===== src/pkg/btpm_pkg.sv =====
// btpm_pkg: constants, types and register map of the base timer and power-mode block.
// assumes a single 40 MHz bus clock; the low-speed oscillator is modelled as an enable tick.

package btpm_pkg;

  // ==========================================================================
  // clocking and timing
  localparam int unsigned CLK_HZ         = 40000000;
  localparam int unsigned LS_FREQ_HZ     = 128000;
  localparam int unsigned LS_DIV_CYCLES  = CLK_HZ / LS_FREQ_HZ;  // rounds down to 312
  localparam longint     BTM_BASE_PERIOD_NS = 15625000;          // 15.625ms
  localparam int unsigned BTM_BASE_TICKS =
    int'((BTM_BASE_PERIOD_NS * longint'(LS_FREQ_HZ)) / 64'd1000000000);
  localparam logic [3:0]  BTM_SEL_MAX    = 4'h8;                 // 4.0s
  localparam int unsigned BTM_CNT_W      = 19;                   // 2000 ticks << 8 needs 19 bits

  // ==========================================================================
  // register map: printed offsets are indexes, byte address is four times the index
  localparam logic [7:0]  IDX_PWR        = 8'h87;
  localparam logic [7:0]  IDX_BTM        = 8'hce;
  localparam logic [7:0]  IDX_STATUS     = 8'h10;
  localparam logic [7:0]  IDX_MASK       = 8'h11;
  localparam logic [7:0]  IDX_MODE       = 8'h12;
  localparam logic [7:0]  IDX_IRQ_EN     = 8'h13;
  localparam logic [11:0] ADDR_PWR       = {2'b00, IDX_PWR, 2'b00};
  localparam logic [11:0] ADDR_BTM       = {2'b00, IDX_BTM, 2'b00};
  localparam logic [11:0] ADDR_STATUS    = {2'b00, IDX_STATUS, 2'b00};
  localparam logic [11:0] ADDR_MASK      = {2'b00, IDX_MASK, 2'b00};
  localparam logic [11:0] ADDR_MODE      = {2'b00, IDX_MODE, 2'b00};
  localparam logic [11:0] ADDR_IRQ_EN    = {2'b00, IDX_IRQ_EN, 2'b00};

  // ==========================================================================
  // field positions and reset values
  localparam int unsigned PWR_STOP_BIT   = 1;
  localparam int unsigned PWR_IDLE_BIT   = 0;
  localparam int unsigned BTM_RUN_BIT    = 7;
  localparam int unsigned BTM_FLAG_BIT   = 6;
  localparam logic [7:0]  BTM_RESET      = 8'h00;
  localparam logic [2:0]  EV_RESET       = 3'h0;
  localparam int unsigned EV_BTM         = 0;
  localparam int unsigned EV_STOP_WAKE   = 1;
  localparam int unsigned EV_IDLE_WAKE   = 2;
  localparam logic [2:0]  HSIZE_WORD     = 3'h2;

  // ==========================================================================
  // types
  typedef enum logic [1:0] {S_RUN, S_IDLE, S_STOP, S_WAKE} btpm_state_t;

  typedef struct packed {
    logic ext_first;
    logic ext_second;
    logic wdt;
    logic ext_reset;
    logic btm;
  } btpm_wake_t;

endpackage


===== src/logic/btpm_top.sv =====
// btpm_top: base timer with periodic interrupt plus STOP/IDLE power-mode control.
// assumes an AHB-Lite master on hclk; core-side handshakes are on hclk, pins are not.
//
// Implementation choice: the AHB-Lite interface to the registers.
`timescale 1ns/1ps
`default_nettype none

module btpm_top
  import btpm_pkg::*;
#(
  parameter int unsigned BTM_BASE = btpm_pkg::BTM_BASE_TICKS,
  parameter int unsigned LS_DIV   = btpm_pkg::LS_DIV_CYCLES
) (
  input  wire logic        hclk,
  input  wire logic        hresetn,
  input  wire logic        hsel,
  input  wire logic [31:0] haddr,
  input  wire logic [1:0]  htrans,
  input  wire logic        hwrite,
  input  wire logic [2:0]  hsize,
  input  wire logic [31:0] hwdata,
  input  wire logic        hready,
  output logic      [31:0] hrdata,
  output logic             hreadyout,
  output logic             hresp,
  input  wire logic        ext_irq_first,
  input  wire logic        ext_irq_second,
  input  wire logic        ext_reset_n,
  input  wire logic        wdt_enable,
  input  wire logic        wdt_event,
  input  wire logic        cpu_irq_pending,
  input  wire logic        cpu_btm_ack,
  output logic             lsosc_en,
  output logic             hf_clk_en,
  output logic             cpu_halt,
  output logic             btm_irq_req,
  output logic             irq
);
  import btpm_pkg::*;

  // ==========================================================================
  // pin synchronisers
  logic [2:0] pin_meta_q;
  logic [2:0] pin_sync_q;
  logic [2:0] pin_raw;

  assign pin_raw = {ext_reset_n, ext_irq_second, ext_irq_first};

  generate
    for (genvar i = 0; i < 3; i++) begin : g_sync
      always_ff @(posedge hclk or negedge hresetn) begin
        if (!hresetn) begin
          pin_meta_q[i] <= (i == 2) ? 1'b1 : 1'b0;
          pin_sync_q[i] <= (i == 2) ? 1'b1 : 1'b0;
        end else begin
          pin_meta_q[i] <= pin_raw[i];
          pin_sync_q[i] <= pin_meta_q[i];
        end
      end
    end
  endgenerate

  // ==========================================================================
  // bus slave
  // reads take one wait state so a write in its data phase is always visible
  logic        wr_q;
  logic        rd_q;
  logic [11:0] addr_q;
  logic        addr_ok;
  logic        pwr_wr;
  logic        btm_wr;
  logic        st_wr;
  logic        mask_wr;
  logic        en_wr;
  logic [7:0]  wdat;

  assign addr_ok = hsel && htrans[1] && hready && (hsize == HSIZE_WORD);
  assign wdat    = hwdata[7:0];
  assign pwr_wr  = wr_q && (addr_q == ADDR_PWR);
  assign btm_wr  = wr_q && (addr_q == ADDR_BTM);
  assign st_wr   = wr_q && (addr_q == ADDR_STATUS);
  assign mask_wr = wr_q && (addr_q == ADDR_MASK);
  assign en_wr   = wr_q && (addr_q == ADDR_IRQ_EN);

  // kept as a register so every output leaves a flop; this slave never errors
  always_ff @(posedge hclk or negedge hresetn) begin
    if (!hresetn) begin
      hresp <= 1'b0;
    end else begin
      hresp <= 1'b0;
    end
  end

  always_ff @(posedge hclk or negedge hresetn) begin
    if (!hresetn) begin
      wr_q   <= 1'b0;
      rd_q   <= 1'b0;
      addr_q <= 12'h000;
    end else begin
      wr_q <= addr_ok && hwrite;
      rd_q <= addr_ok && !hwrite;
      if (addr_ok) begin
        addr_q <= haddr[11:0];
      end
    end
  end

  // ==========================================================================
  // base timer control and counter
  logic                 run_q;
  logic                 flag_q;
  logic [3:0]           sel_q;
  logic [BTM_CNT_W-1:0] btm_cnt_q;
  logic                 ls_tick;
  logic                 btm_ev;
  logic                 irq_en_q;

  function automatic logic [BTM_CNT_W-1:0] period_ticks(input logic [3:0] sel);
    logic [3:0] s;
    s = (sel > BTM_SEL_MAX) ? BTM_SEL_MAX : sel;
    return BTM_CNT_W'(BTM_BASE) << s;
  endfunction

  btpm_lsosc #(
    .DIV (LS_DIV)
  ) u_lsosc (
    .hclk    (hclk),
    .hresetn (hresetn),
    .run     (lsosc_en),
    .tick    (ls_tick)
  );

  assign btm_ev = run_q && ls_tick && (btm_cnt_q == period_ticks(sel_q) - 1'b1);

  always_ff @(posedge hclk or negedge hresetn) begin
    if (!hresetn) begin
      run_q <= BTM_RESET[BTM_RUN_BIT];
      sel_q <= BTM_RESET[3:0];
    end else if (btm_wr) begin
      run_q <= wdat[BTM_RUN_BIT];
      sel_q <= wdat[3:0];
    end
  end

  always_ff @(posedge hclk or negedge hresetn) begin
    if (!hresetn) begin
      btm_cnt_q <= '0;
    end else if (!run_q) begin
      btm_cnt_q <= '0;
    end else if (ls_tick) begin
      btm_cnt_q <= btm_ev ? '0 : btm_cnt_q + 1'b1;
    end
  end

  // the period event wins over both the core's acknowledge and a software clear
  always_ff @(posedge hclk or negedge hresetn) begin
    if (!hresetn) begin
      flag_q <= BTM_RESET[BTM_FLAG_BIT];
    end else if (btm_ev) begin
      flag_q <= 1'b1;
    end else if (cpu_btm_ack) begin
      flag_q <= 1'b0;
    end else if (btm_wr) begin
      flag_q <= wdat[BTM_FLAG_BIT];
    end
  end

  always_ff @(posedge hclk or negedge hresetn) begin
    if (!hresetn) begin
      irq_en_q <= 1'b0;
    end else if (en_wr) begin
      irq_en_q <= wdat[0];
    end
  end

  always_ff @(posedge hclk or negedge hresetn) begin
    if (!hresetn) begin
      btm_irq_req <= 1'b0;
    end else begin
      btm_irq_req <= irq_en_q && (btm_ev || (flag_q && !cpu_btm_ack));
    end
  end

  // ==========================================================================
  // power-mode sequencer
  btpm_state_t state_q;
  btpm_state_t state_d;
  btpm_wake_t  wake;
  logic        wake_any;

  assign wake.ext_first  = pin_sync_q[0];
  assign wake.ext_second = pin_sync_q[1];
  assign wake.ext_reset  = !pin_sync_q[2];
  assign wake.wdt        = wdt_event;
  assign wake.btm        = btm_ev;
  assign wake_any        = |wake;

  // the core does not halt until the write's data phase ends; the trailing
  // no-operations in software cover that slack
  always_comb begin
    state_d = state_q;
    unique case (state_q)
      S_RUN: begin
        if (pwr_wr && wdat[PWR_STOP_BIT]) begin
          state_d = S_STOP;
        end else if (pwr_wr && wdat[PWR_IDLE_BIT]) begin
          state_d = S_IDLE;
        end
      end
      S_STOP: begin
        if (wake_any) begin
          state_d = S_WAKE;
        end
      end
      S_WAKE: begin
        state_d = S_RUN;
      end
      S_IDLE: begin
        if (cpu_irq_pending || btm_irq_req) begin
          state_d = S_RUN;
        end
      end
    endcase
  end

  always_ff @(posedge hclk or negedge hresetn) begin
    if (!hresetn) begin
      state_q   <= S_RUN;
      hf_clk_en <= 1'b1;
      cpu_halt  <= 1'b0;
    end else begin
      state_q   <= state_d;
      hf_clk_en <= (state_d != S_STOP);
      cpu_halt  <= (state_d != S_RUN);
    end
  end

  // the oscillator ignores the power mode on purpose
  always_ff @(posedge hclk or negedge hresetn) begin
    if (!hresetn) begin
      lsosc_en <= 1'b0;
    end else begin
      lsosc_en <= run_q || wdt_enable;
    end
  end

  // ==========================================================================
  // interrupt status and mask
  logic [2:0] status_q;
  logic [2:0] status_d;
  logic [2:0] mask_q;
  logic [2:0] mask_d;
  logic [2:0] ev;

  assign ev[EV_BTM]       = btm_ev;
  assign ev[EV_STOP_WAKE] = (state_q == S_STOP) && wake_any;
  assign ev[EV_IDLE_WAKE] = (state_q == S_IDLE) && (state_d == S_RUN);

  always_comb begin
    status_d = status_q;
    if (st_wr) begin
      status_d = status_q & ~wdat[2:0];
    end
    status_d = status_d | ev;
    mask_d   = mask_wr ? wdat[2:0] : mask_q;
  end

  always_ff @(posedge hclk or negedge hresetn) begin
    if (!hresetn) begin
      status_q <= EV_RESET;
      mask_q   <= EV_RESET;
      irq      <= 1'b0;
    end else begin
      status_q <= status_d;
      mask_q   <= mask_d;
      irq      <= |(status_d & mask_d);
    end
  end

  // ==========================================================================
  // read data
  always_ff @(posedge hclk or negedge hresetn) begin
    if (!hresetn) begin
      hrdata    <= 32'h0000_0000;
      hreadyout <= 1'b1;
    end else if (addr_ok && !hwrite) begin
      hreadyout <= 1'b0;
    end else if (rd_q) begin
      hreadyout <= 1'b1;
      unique case (addr_q)
        ADDR_BTM:    hrdata <= {24'h0, run_q, flag_q, 2'b00, sel_q};
        ADDR_STATUS: hrdata <= {29'h0, status_q};
        ADDR_MASK:   hrdata <= {29'h0, mask_q};
        ADDR_IRQ_EN: hrdata <= {31'h0, irq_en_q};
        ADDR_MODE:   hrdata <= {28'h0, lsosc_en, hf_clk_en, state_q == S_STOP, state_q == S_IDLE};
        default:     hrdata <= 32'h0000_0000;
      endcase
    end
  end

  // ==========================================================================
  // checks
  stop_entry_a: assert property (@(posedge hclk) disable iff (!hresetn)
    pwr_wr && wdat[PWR_STOP_BIT] && state_q == S_RUN |=> !hf_clk_en && cpu_halt)
    else $error("stop write did not stop the fast clock");

  idle_entry_a: assert property (@(posedge hclk) disable iff (!hresetn)
    pwr_wr && !wdat[PWR_STOP_BIT] && wdat[PWR_IDLE_BIT] && state_q == S_RUN |=> cpu_halt && hf_clk_en)
    else $error("idle write did not halt with clock running");

  stop_wake_a: assert property (@(posedge hclk) disable iff (!hresetn)
    state_q == S_STOP && wake_any |=> hf_clk_en && cpu_halt ##1 !cpu_halt)
    else $error("stop wake order wrong");

  idle_wake_a: assert property (@(posedge hclk) disable iff (!hresetn)
    state_q == S_IDLE && cpu_irq_pending |=> !cpu_halt)
    else $error("idle did not end on interrupt");

  stop_hold_a: assert property (@(posedge hclk) disable iff (!hresetn)
    state_q == S_STOP && !wake_any |=> !hf_clk_en)
    else $error("stop left without wake event");

  timer_idle_a: assert property (@(posedge hclk) disable iff (!hresetn)
    !run_q |=> btm_cnt_q == '0 && !btm_ev)
    else $error("timer counts while stopped");

  flag_set_a: assert property (@(posedge hclk) disable iff (!hresetn)
    btm_ev |=> flag_q && status_q[EV_BTM])
    else $error("period did not set flag");

  flag_ack_a: assert property (@(posedge hclk) disable iff (!hresetn)
    cpu_btm_ack && !btm_ev |=> !flag_q)
    else $error("acknowledge did not clear flag");

  osc_run_a: assert property (@(posedge hclk) disable iff (!hresetn)
    ##1 lsosc_en == ($past(run_q) || $past(wdt_enable)))
    else $error("oscillator enable wrong");

  pwr_read_a: assert property (@(posedge hclk) disable iff (!hresetn)
    rd_q && addr_q == ADDR_PWR |=> hrdata == 32'h0000_0000 && hreadyout)
    else $error("power register read not zero");

  irq_out_a: assert property (@(posedge hclk) disable iff (!hresetn)
    irq == |(status_q & mask_q))
    else $error("interrupt output disagrees with status");

  btm_wake_c: cover property (@(posedge hclk) disable iff (!hresetn)
    state_q == S_STOP && btm_ev ##2 state_q == S_RUN);
  idle_trip_c: cover property (@(posedge hclk) disable iff (!hresetn)
    state_q == S_IDLE ##[1:50] state_q == S_RUN);
  flag_race_c: cover property (@(posedge hclk) disable iff (!hresetn)
    btm_ev && cpu_btm_ack);

endmodule

`default_nettype wire


===== src/logic/btpm_lsosc.sv =====
// btpm_lsosc: low-speed oscillator model, one-cycle tick at about 128 kHz.
// assumes hclk domain; stopping the oscillator restarts the phase on the next start.
`timescale 1ns/1ps
`default_nettype none

module btpm_lsosc #(
  parameter int unsigned DIV = 312
) (
  input  wire logic hclk,
  input  wire logic hresetn,
  input  wire logic run,
  output logic      tick
);
  import btpm_pkg::*;

  logic [15:0] cnt_q;

  // ==========================================================================
  // divider
  always_ff @(posedge hclk or negedge hresetn) begin
    if (!hresetn) begin
      cnt_q <= 16'h0000;
      tick  <= 1'b0;
    end else if (!run) begin
      cnt_q <= 16'h0000;
      tick  <= 1'b0;
    end else if (cnt_q == 16'(DIV - 1)) begin
      cnt_q <= 16'h0000;
      tick  <= 1'b1;
    end else begin
      cnt_q <= cnt_q + 16'h0001;
      tick  <= 1'b0;
    end
  end

endmodule

`default_nettype wire


===== config.mk =====
export PLATFORM = sky130hd
export DESIGN_NAME = btpm_top
export DESIGN_NICKNAME = d
export VERILOG_FILES = /design/src/pkg/btpm_pkg.sv /design/src/logic/btpm_top.sv /design/src/logic/btpm_lsosc.sv
export SDC_FILE = /design/constraint.sdc
export NUM_CORES = 1
export LEC_CHECK = 0
export BUFFER_PORTS_ARGS = -buffer_cell sky130_fd_sc_hd__buf_2
export CORE_UTILIZATION = 32
export DETAILED_ROUTE_END_ITERATION = 8
export GPL_TIMING_DRIVEN = 0
export PLACE_DENSITY_LB_ADDON = 0.3
export SETUP_SLACK_MARGIN = 0.15
export SLEW_MARGIN = 20
export SYNTH_ARGS = -nofsm -noshare
export SYNTH_HDL_FRONTEND = slang
export SYNTH_SLANG_ARGS = --single-unit

===== constraint.sdc =====
create_clock -name hclk -period 3.2 [get_ports hclk]
set_input_delay 0.48 -clock hclk [delete_from_list [all_inputs] [get_ports hclk]]
set_output_delay 0.48 -clock hclk [all_outputs]
set_load 0.005 [all_outputs]

; Word-level counts from Yosys, hierarchy flattened
; Cells that the tools add are included.
; Widths: inputs -> output; s select.
[totals]
in_bits = 81
ff_bits = 109
word_cells = 103
[op_classes]
reduce_logical = 32
mux = 21
n_addsub = 3
n_shift = 1
eq_ne = 14
n_bitwise = 5
order_cmp = 1
[op_table]
columns = op, n
row1 = $mux 19, 3
row2 = $eq 12x7->1 const B, 4
row3 = $pmux 8 s5, 1
row4 = $mux 16, 2
row5 = $eq 12x10->1 const B, 2
row6 = $add 19x1->19 const B, 1
row7 = $eq 19x19->1, 1
row8 = $shl 11x4->19 const A, 1
row9 = $sub 19x1->19 const B, 1
row10 = $logic_and 1x1->1, 18
row11 = $add 16x1->16 const B, 1
row12 = $eq 16x9->1 const B, 1
row13 = $mux 2, 4
row14 = $pmux 2 s4, 1
row15 = $mux 1, 7
row16 = $and 3x3->3, 2
row17 = $mux 3, 2
row18 = $reduce_or 5->1, 1
row19 = $eq 2x2->1 const B, 2
row20 = $gt 4x4->1 const B, 1
row21 = $logic_not 2->1, 2
row22 = $mux 4, 1
row23 = $reduce_bool 2->1, 2
row24 = $eq 3x2->1 const B, 1
row25 = other kinds (11), 15

; Longest topological paths before layout
[depth]
ltp_word = 14
ltp_mapped = 11
ltp_nobuf = 9

; Cells and area by module
; Synthesis repeated with hierarchy kept, for this count alone.
[unflattened]
hier_cells = 502
area_unflattened_um2 = 4936.0
[by_module_without_submodules]
columns = module, n_inst, cells_each, area_per_inst_um2
row1 = btpm_top, 1, 418, 4041.4
row2 = btpm_lsosc, 1, 84, 894.6

; Least setup slack after synthesis
; No wires, ideal clock.
[synth_path]
path_kind = reg-to-reg
start = register sel_q[2]
end = register btm_cnt_q[10]
setup_slack_ns = 0.329
path_stages_with_launch = 12
required_ns = 3.076
arrival_ns = 2.748
setup_ns = 0.124
synth_period_minus_slack_ns = 2.871
path_cell_list = dfrtp_1 > buf_2 > or2_2 > or3_1 > ha_1 > xnor2_1 > or4_1 > o22ai_1 > and3b_1 > clkbuf_2 > a311oi_1 > o31a_1
[synth_between]
elab_chain_len = 9
[synth_lines]
columns = item, line
row1 = from (decl), btpm_top.sv:112  ; logic [3:0] sel_q;
row2 = from (signal assigned), btpm_top.sv:138  ; sel_q <= BTM_RESET[3:0];
row3 = from (signal assigned), btpm_top.sv:141  ; sel_q <= wdat[3:0];
row4 = $gt 4x4->1, btpm_top.sv:120  ; s = (sel > BTM_SEL_MAX) ? BTM_SEL_MAX : sel;
row5 = $mux 4 *, btpm_top.sv:120
row6 = $shl 11x4->19 *, btpm_top.sv:121  ; return BTM_CNT_W'(BTM_BASE) << s;
row7 = $sub 19x1->19 *, btpm_top.sv:133  ; assign btm_ev = run_q && ls_tick && (btm_cnt_q == period_ticks(sel_q) - 1'b1);
row8 = $eq 19x19->1 *, btpm_top.sv:133
row9 = $logic_and 1x1->1 *, btpm_top.sv:133
row10 = $mux 19 *, btpm_top.sv:151  ; btm_cnt_q <= btm_ev ? '0 : btm_cnt_q + 1'b1;
row11 = $mux 19 *, btpm_top.sv:150  ; end else if (ls_tick) begin
row12 = $mux 19 *, btpm_top.sv:148  ; end else if (!run_q) begin
row13 = to (signal assigned), btpm_top.sv:151
row14 = to (decl), btpm_top.sv:113  ; logic [BTM_CNT_W-1:0] btm_cnt_q;
; Every way passes the cells marked *; elsewhere a longest branch is shown, timed or not. The select of a mux whose other input is x is not followed.
; A chain may end at the register's enable or synchronous reset.

; Worst setup path after layout
[layout_path]
start = register sel_q[1]
end = register btm_cnt_q[10]
; The elaborated chain is that of the path after synthesis.

==> flow_metrics.py <==
metrics = {
    "pwr": {
        "p_leak_nw": 2.524,
        "power.density_nw_per_um2": 411.7,
        "swShare_pct": 24.87,
        "ir_worst_vdd_mv": 0.2864,
        "comb_power_share_pct": 10.8,
        "switchingPower_uw": 592.9,
        "p_total_mw": 2.384,
        "power_frac_seq_pct": 48.6,
        "clkPwrFrac_pct": 40.6,
        "intPower_mw": 1.791,
    },
    "place": {
        "pre_cts_ws_ns": -0.2998,
        "place_inst": 742,
        "dpl.hpwl_um": 8398,
        "portBuffers": 45,
        "gp_congestion": 0.8668,
    },
    "finish": {
        "mostFrequentLayoutCell": "dfrtp_1",
        "fin_nets": 664,
        "fin_cells": 769,
        "area_delta_synth_final_pct": 21.88,
        "n_antenna_cell": 0,
        "drive_gt1_share_pct": 26.50,
        "layout_common_cells": "dfrtp_1, buf_2, buf_4, nand2_1, nor2_1",
    },
    "timing": {
        "fin_crit_sh_pct": 95.06,
        "hold_viol_final": 0,
        "max_slew_margin_pct": 35.76,
        "rsz0062_at_grt": "true",
        "finalMaxSlewViolations": 0,
        "worstMarginPinSlew_ns": 0.9502,
        "finalWorstSetupSlack_ns": 0.1582,
        "max_freq_ghz": 0.3288,
        "finalCriticalPeriod_ns": 3.042,
        "finalSetupViolCount": 0,
        "skew_ns": 0.007216,
    },
    "grt": {
        "grt_pass1_wl_um": 18490,
        "grt.overflow.total": 0,
        "grt_use_met2_pct": 25.21,
        "antenna_found_initial": 0,
        "grt_pass1_vias": 3822,
        "groute.layer.met1.usage_pct": 19.65,
        "gr-usage-met3_pct": 3.984,
        "grt_max_degree": 52,
        "grt_usage_pct": 15.66,
        "grt.busiest_layer": "met2",
    },
    "setup_path": {
        "cp.arrival_ns": 3.26,
        "path_cells": "buf_6 -> buf_4 -> or3_1 -> ha_2 -> xnor2_2 -> or4_1 -> o22ai_2 -> and3b_2 -> buf_8 -> a311oi_2 -> o31a_1",
        "crit_fanout": 10,
        "cp_slowest_cell": "or4_1",
        "critPathMaxStageDelay_ns": 0.53,
        "criticalPathCategory": "flop to flop",
        "cp.required_ns": 3.42,
        "cp-end-kind": "flop",
        "start_kind": "flop",
    },
    "clocking": {
        "cts.sinks": 83,
        "cts-htree-levels": 3,
        "clk_pin_slew_worst_paths_ns": 0.06,
        "clk_latency_ns": 0.34,
        "clock_path_buffers": 2,
        "numCtsBuffers": 9,
        "ctsHoldBuffers": 0,
        "cts_tree": "built",
        "cts_root_buffer": "clkbuf_16",
    },
    "synthesis": {
        "synth.area.top_cells": "dfrtp_1, buf_4, mux2_2, nand2_1, o21ai_0",
        "synth-edff-count": 0,
        "yosysWarnings": 0,
        "async_flop_share_pct": 100.0,
        "synthFlopType": "dfrtp_1",
        "synth_seq_cells": 83,
        "synth_cell_types": 82,
        "syn_area_um2": 4752,
        "ys_seq_area_share_pct": 43.81,
        "synth_top_cell_by_area": "dfrtp_1",
        "netlist_instances": 486,
        "synth_top_cell_area_share_pct": 41.60,
        "syn_avg_cell_area_um2": 9.778,
    },
    "floorplan": {
        "core.rowCount": 44,
        "die_w_um": 123.9,
        "die_y_um": 123.9,
        "die_area_um2": 15340,
        "io_pins": 120,
        "core-area_um2": 14530,
        "start_util_pct": 32.70,
    },
    "routing": {
        "wire_per_inst_um": 15.08,
        "drc": 0,
        "ant_nets": 0,
        "vias_per_cell": 5.213,
        "vias": 4009,
        "drtIter0Drc": 245,
        "dr.pass1.iters": 4,
        "routed_wl_um": 11600,
    },
    "job": {
        "maxCapViolCount": 0,
    },
    "min_path": {
        "hold_path.class": "primary input to asynchronous set/reset pin",
    },
    "run_status": {
        "status": "complete, no violations",
    },
}
-- stage by stage --
| stage | area [um^2] | utilization (%) | setup TNS [ns] | hold slack (ns) |
|---|---|---|---|---|
| finish | 5792 | 39.85 | 0 | 0.09416 |
| global route | 5792 | 39.85 | 0 | 0.1155 |
| CTS | 5663 | 38.96 | 0 | 0.09961 |
| detailed placement | 5335 | 36.71 | -3.074 | 0.3355 |
| global placement | 5305 | 36.50 | -2.423 | 0.3372 |
| floorplan | 4850 | - | 0 | 0.1844 |
-- cells by family (layout without fill, tap and decap cells) --
family	after synthesis	after routing	synth area share, %
other	1	27	0.07891
buffers and inverters	67	140	7.820
AOI/OAI and AO/OA	109	109	16.96
and+or+nand+nor	185	185	22.12
DFF	83	83	43.81
xor gates and xnor gates	15	15	2.765
adders and majority gates	3	3	0.7900
muxes	23	23	5.661
-- metal layers --
| metal | wire, um | vias to the layer above | part of all wire (%) |
|---|---|---|---|
| met4 | 253 | 0 | 2.2 |
| met3 | 695 | 23 | 6.0 |
| met1 | 5180 | 1943 | 45 |
| met2 | 5470 | 122 | 47 |
| met5 | 0 | - | 0 |
| li1 | - | 1921 | - |
-- cell type report --
cell class / instances / area (um^2)
flip-flops and latches: 83 / 2083
well taps: 184 / 230.2
clock inverters: 4 / 27.53
multi-input cells: 362 / 2459
inverters: 15 / 56.30
clock buffers: 12 / 246.5
fillers: 1458 / 8742
plain buffers: 52 / 344.1
repair buffers: 57 / 345.3
-- sequential cells by signal, summed over array words and instances, names as in the netlist, 3 cells and up --
register       cells
btm_cnt_q         19
pin_sync_q         3
status_q           3
u_lsosc.cnt_q     16
hrdata             6
mask_q             3
pin_meta_q         3
addr_q            12
sel_q              4
-- timing repair --
action                                  CTS  global route
hold endpoints to repair                  0             0
pin swaps                                 0             7
gates resized for setup                   9            29
endpoints found under the setup margin   25            21
setup buffers                             3             8
-- worst max-delay path: cells and delay by family, from the launching register on --
kind,cells,cell delay [ns]
XOR/XNOR,1,0.14
AO/OA/AOI/OAI,3,0.62
flip-flops,1,0.42
AND/OR/NAND/NOR,3,1.11
adder cells (fa/ha/maj),1,0.23
buffers and inverters,3,0.43
-- worst paths after layout --
path	startpoint	end	slack, ns	cells after the start
worst max register to register	sel_q[1]$_DFFE_PN0P_	btm_cnt_q[10]$_DFFE_PN0P_	0.16	11
worst min-delay path	hresetn	addr_q[4]$_DFFE_PN0P_	0.09	1
worst max-delay path	sel_q[1]$_DFFE_PN0P_	btm_cnt_q[10]$_DFFE_PN0P_	0.16	11
min in group hclk	ext_reset_n	pin_meta_q[2]$_DFF_PN1_	0.24	1
worst min register to register	pin_meta_q[0]$_DFF_PN0_	pin_sync_q[0]$_DFF_PN0_	0.35	0
max in group asynchronous	hresetn	pin_sync_q[2]$_DFF_PN1_	2.44	2
-- synth_stat cells, types with 3 or more instances --
cell / number
mux2i_1: 4
o211ai_1: 5
or4_1: 6
o21bai_1: 3
xor2_1: 9
nor2_1: 31
nand2b_1: 9
nor4b_1: 3
dfrtp_1: 79
clkbuf_1: 17
nor2b_1: 9
nor4_1: 3
xnor2_1: 6
a32oi_1: 3
and4_1: 5
nor3b_1: 3
inv_1: 15
and2_1: 7
a21oi_1: 8
buf_2: 5
a22oi_1: 11
buf_4: 28
and3_1: 12
o21ai_0: 30
mux2_2: 18
or3_1: 7
dfstp_2: 4
ha_1: 3
nor3_1: 4
nand2_1: 40
a211oi_1: 4
nand3_1: 24
-- power by group through the flow --
| stage | Combinational, mW | Clock, mW | Sequential, mW |
|---|---|---|---|
| final | 0.257 | 0.967 | 1.16 |
| after global routing | 0.289 | 1.03 | 1.17 |
| after CTS | 0.254 | 0.990 | 1.16 |
| after detailed placement | 0.251 | 0 | 1.18 |
| after global placement | 0.241 | 0 | 1.17 |
| after floorplan | 0.171 | 0 | 1.17 |
(Power assumes the default switching activity.)
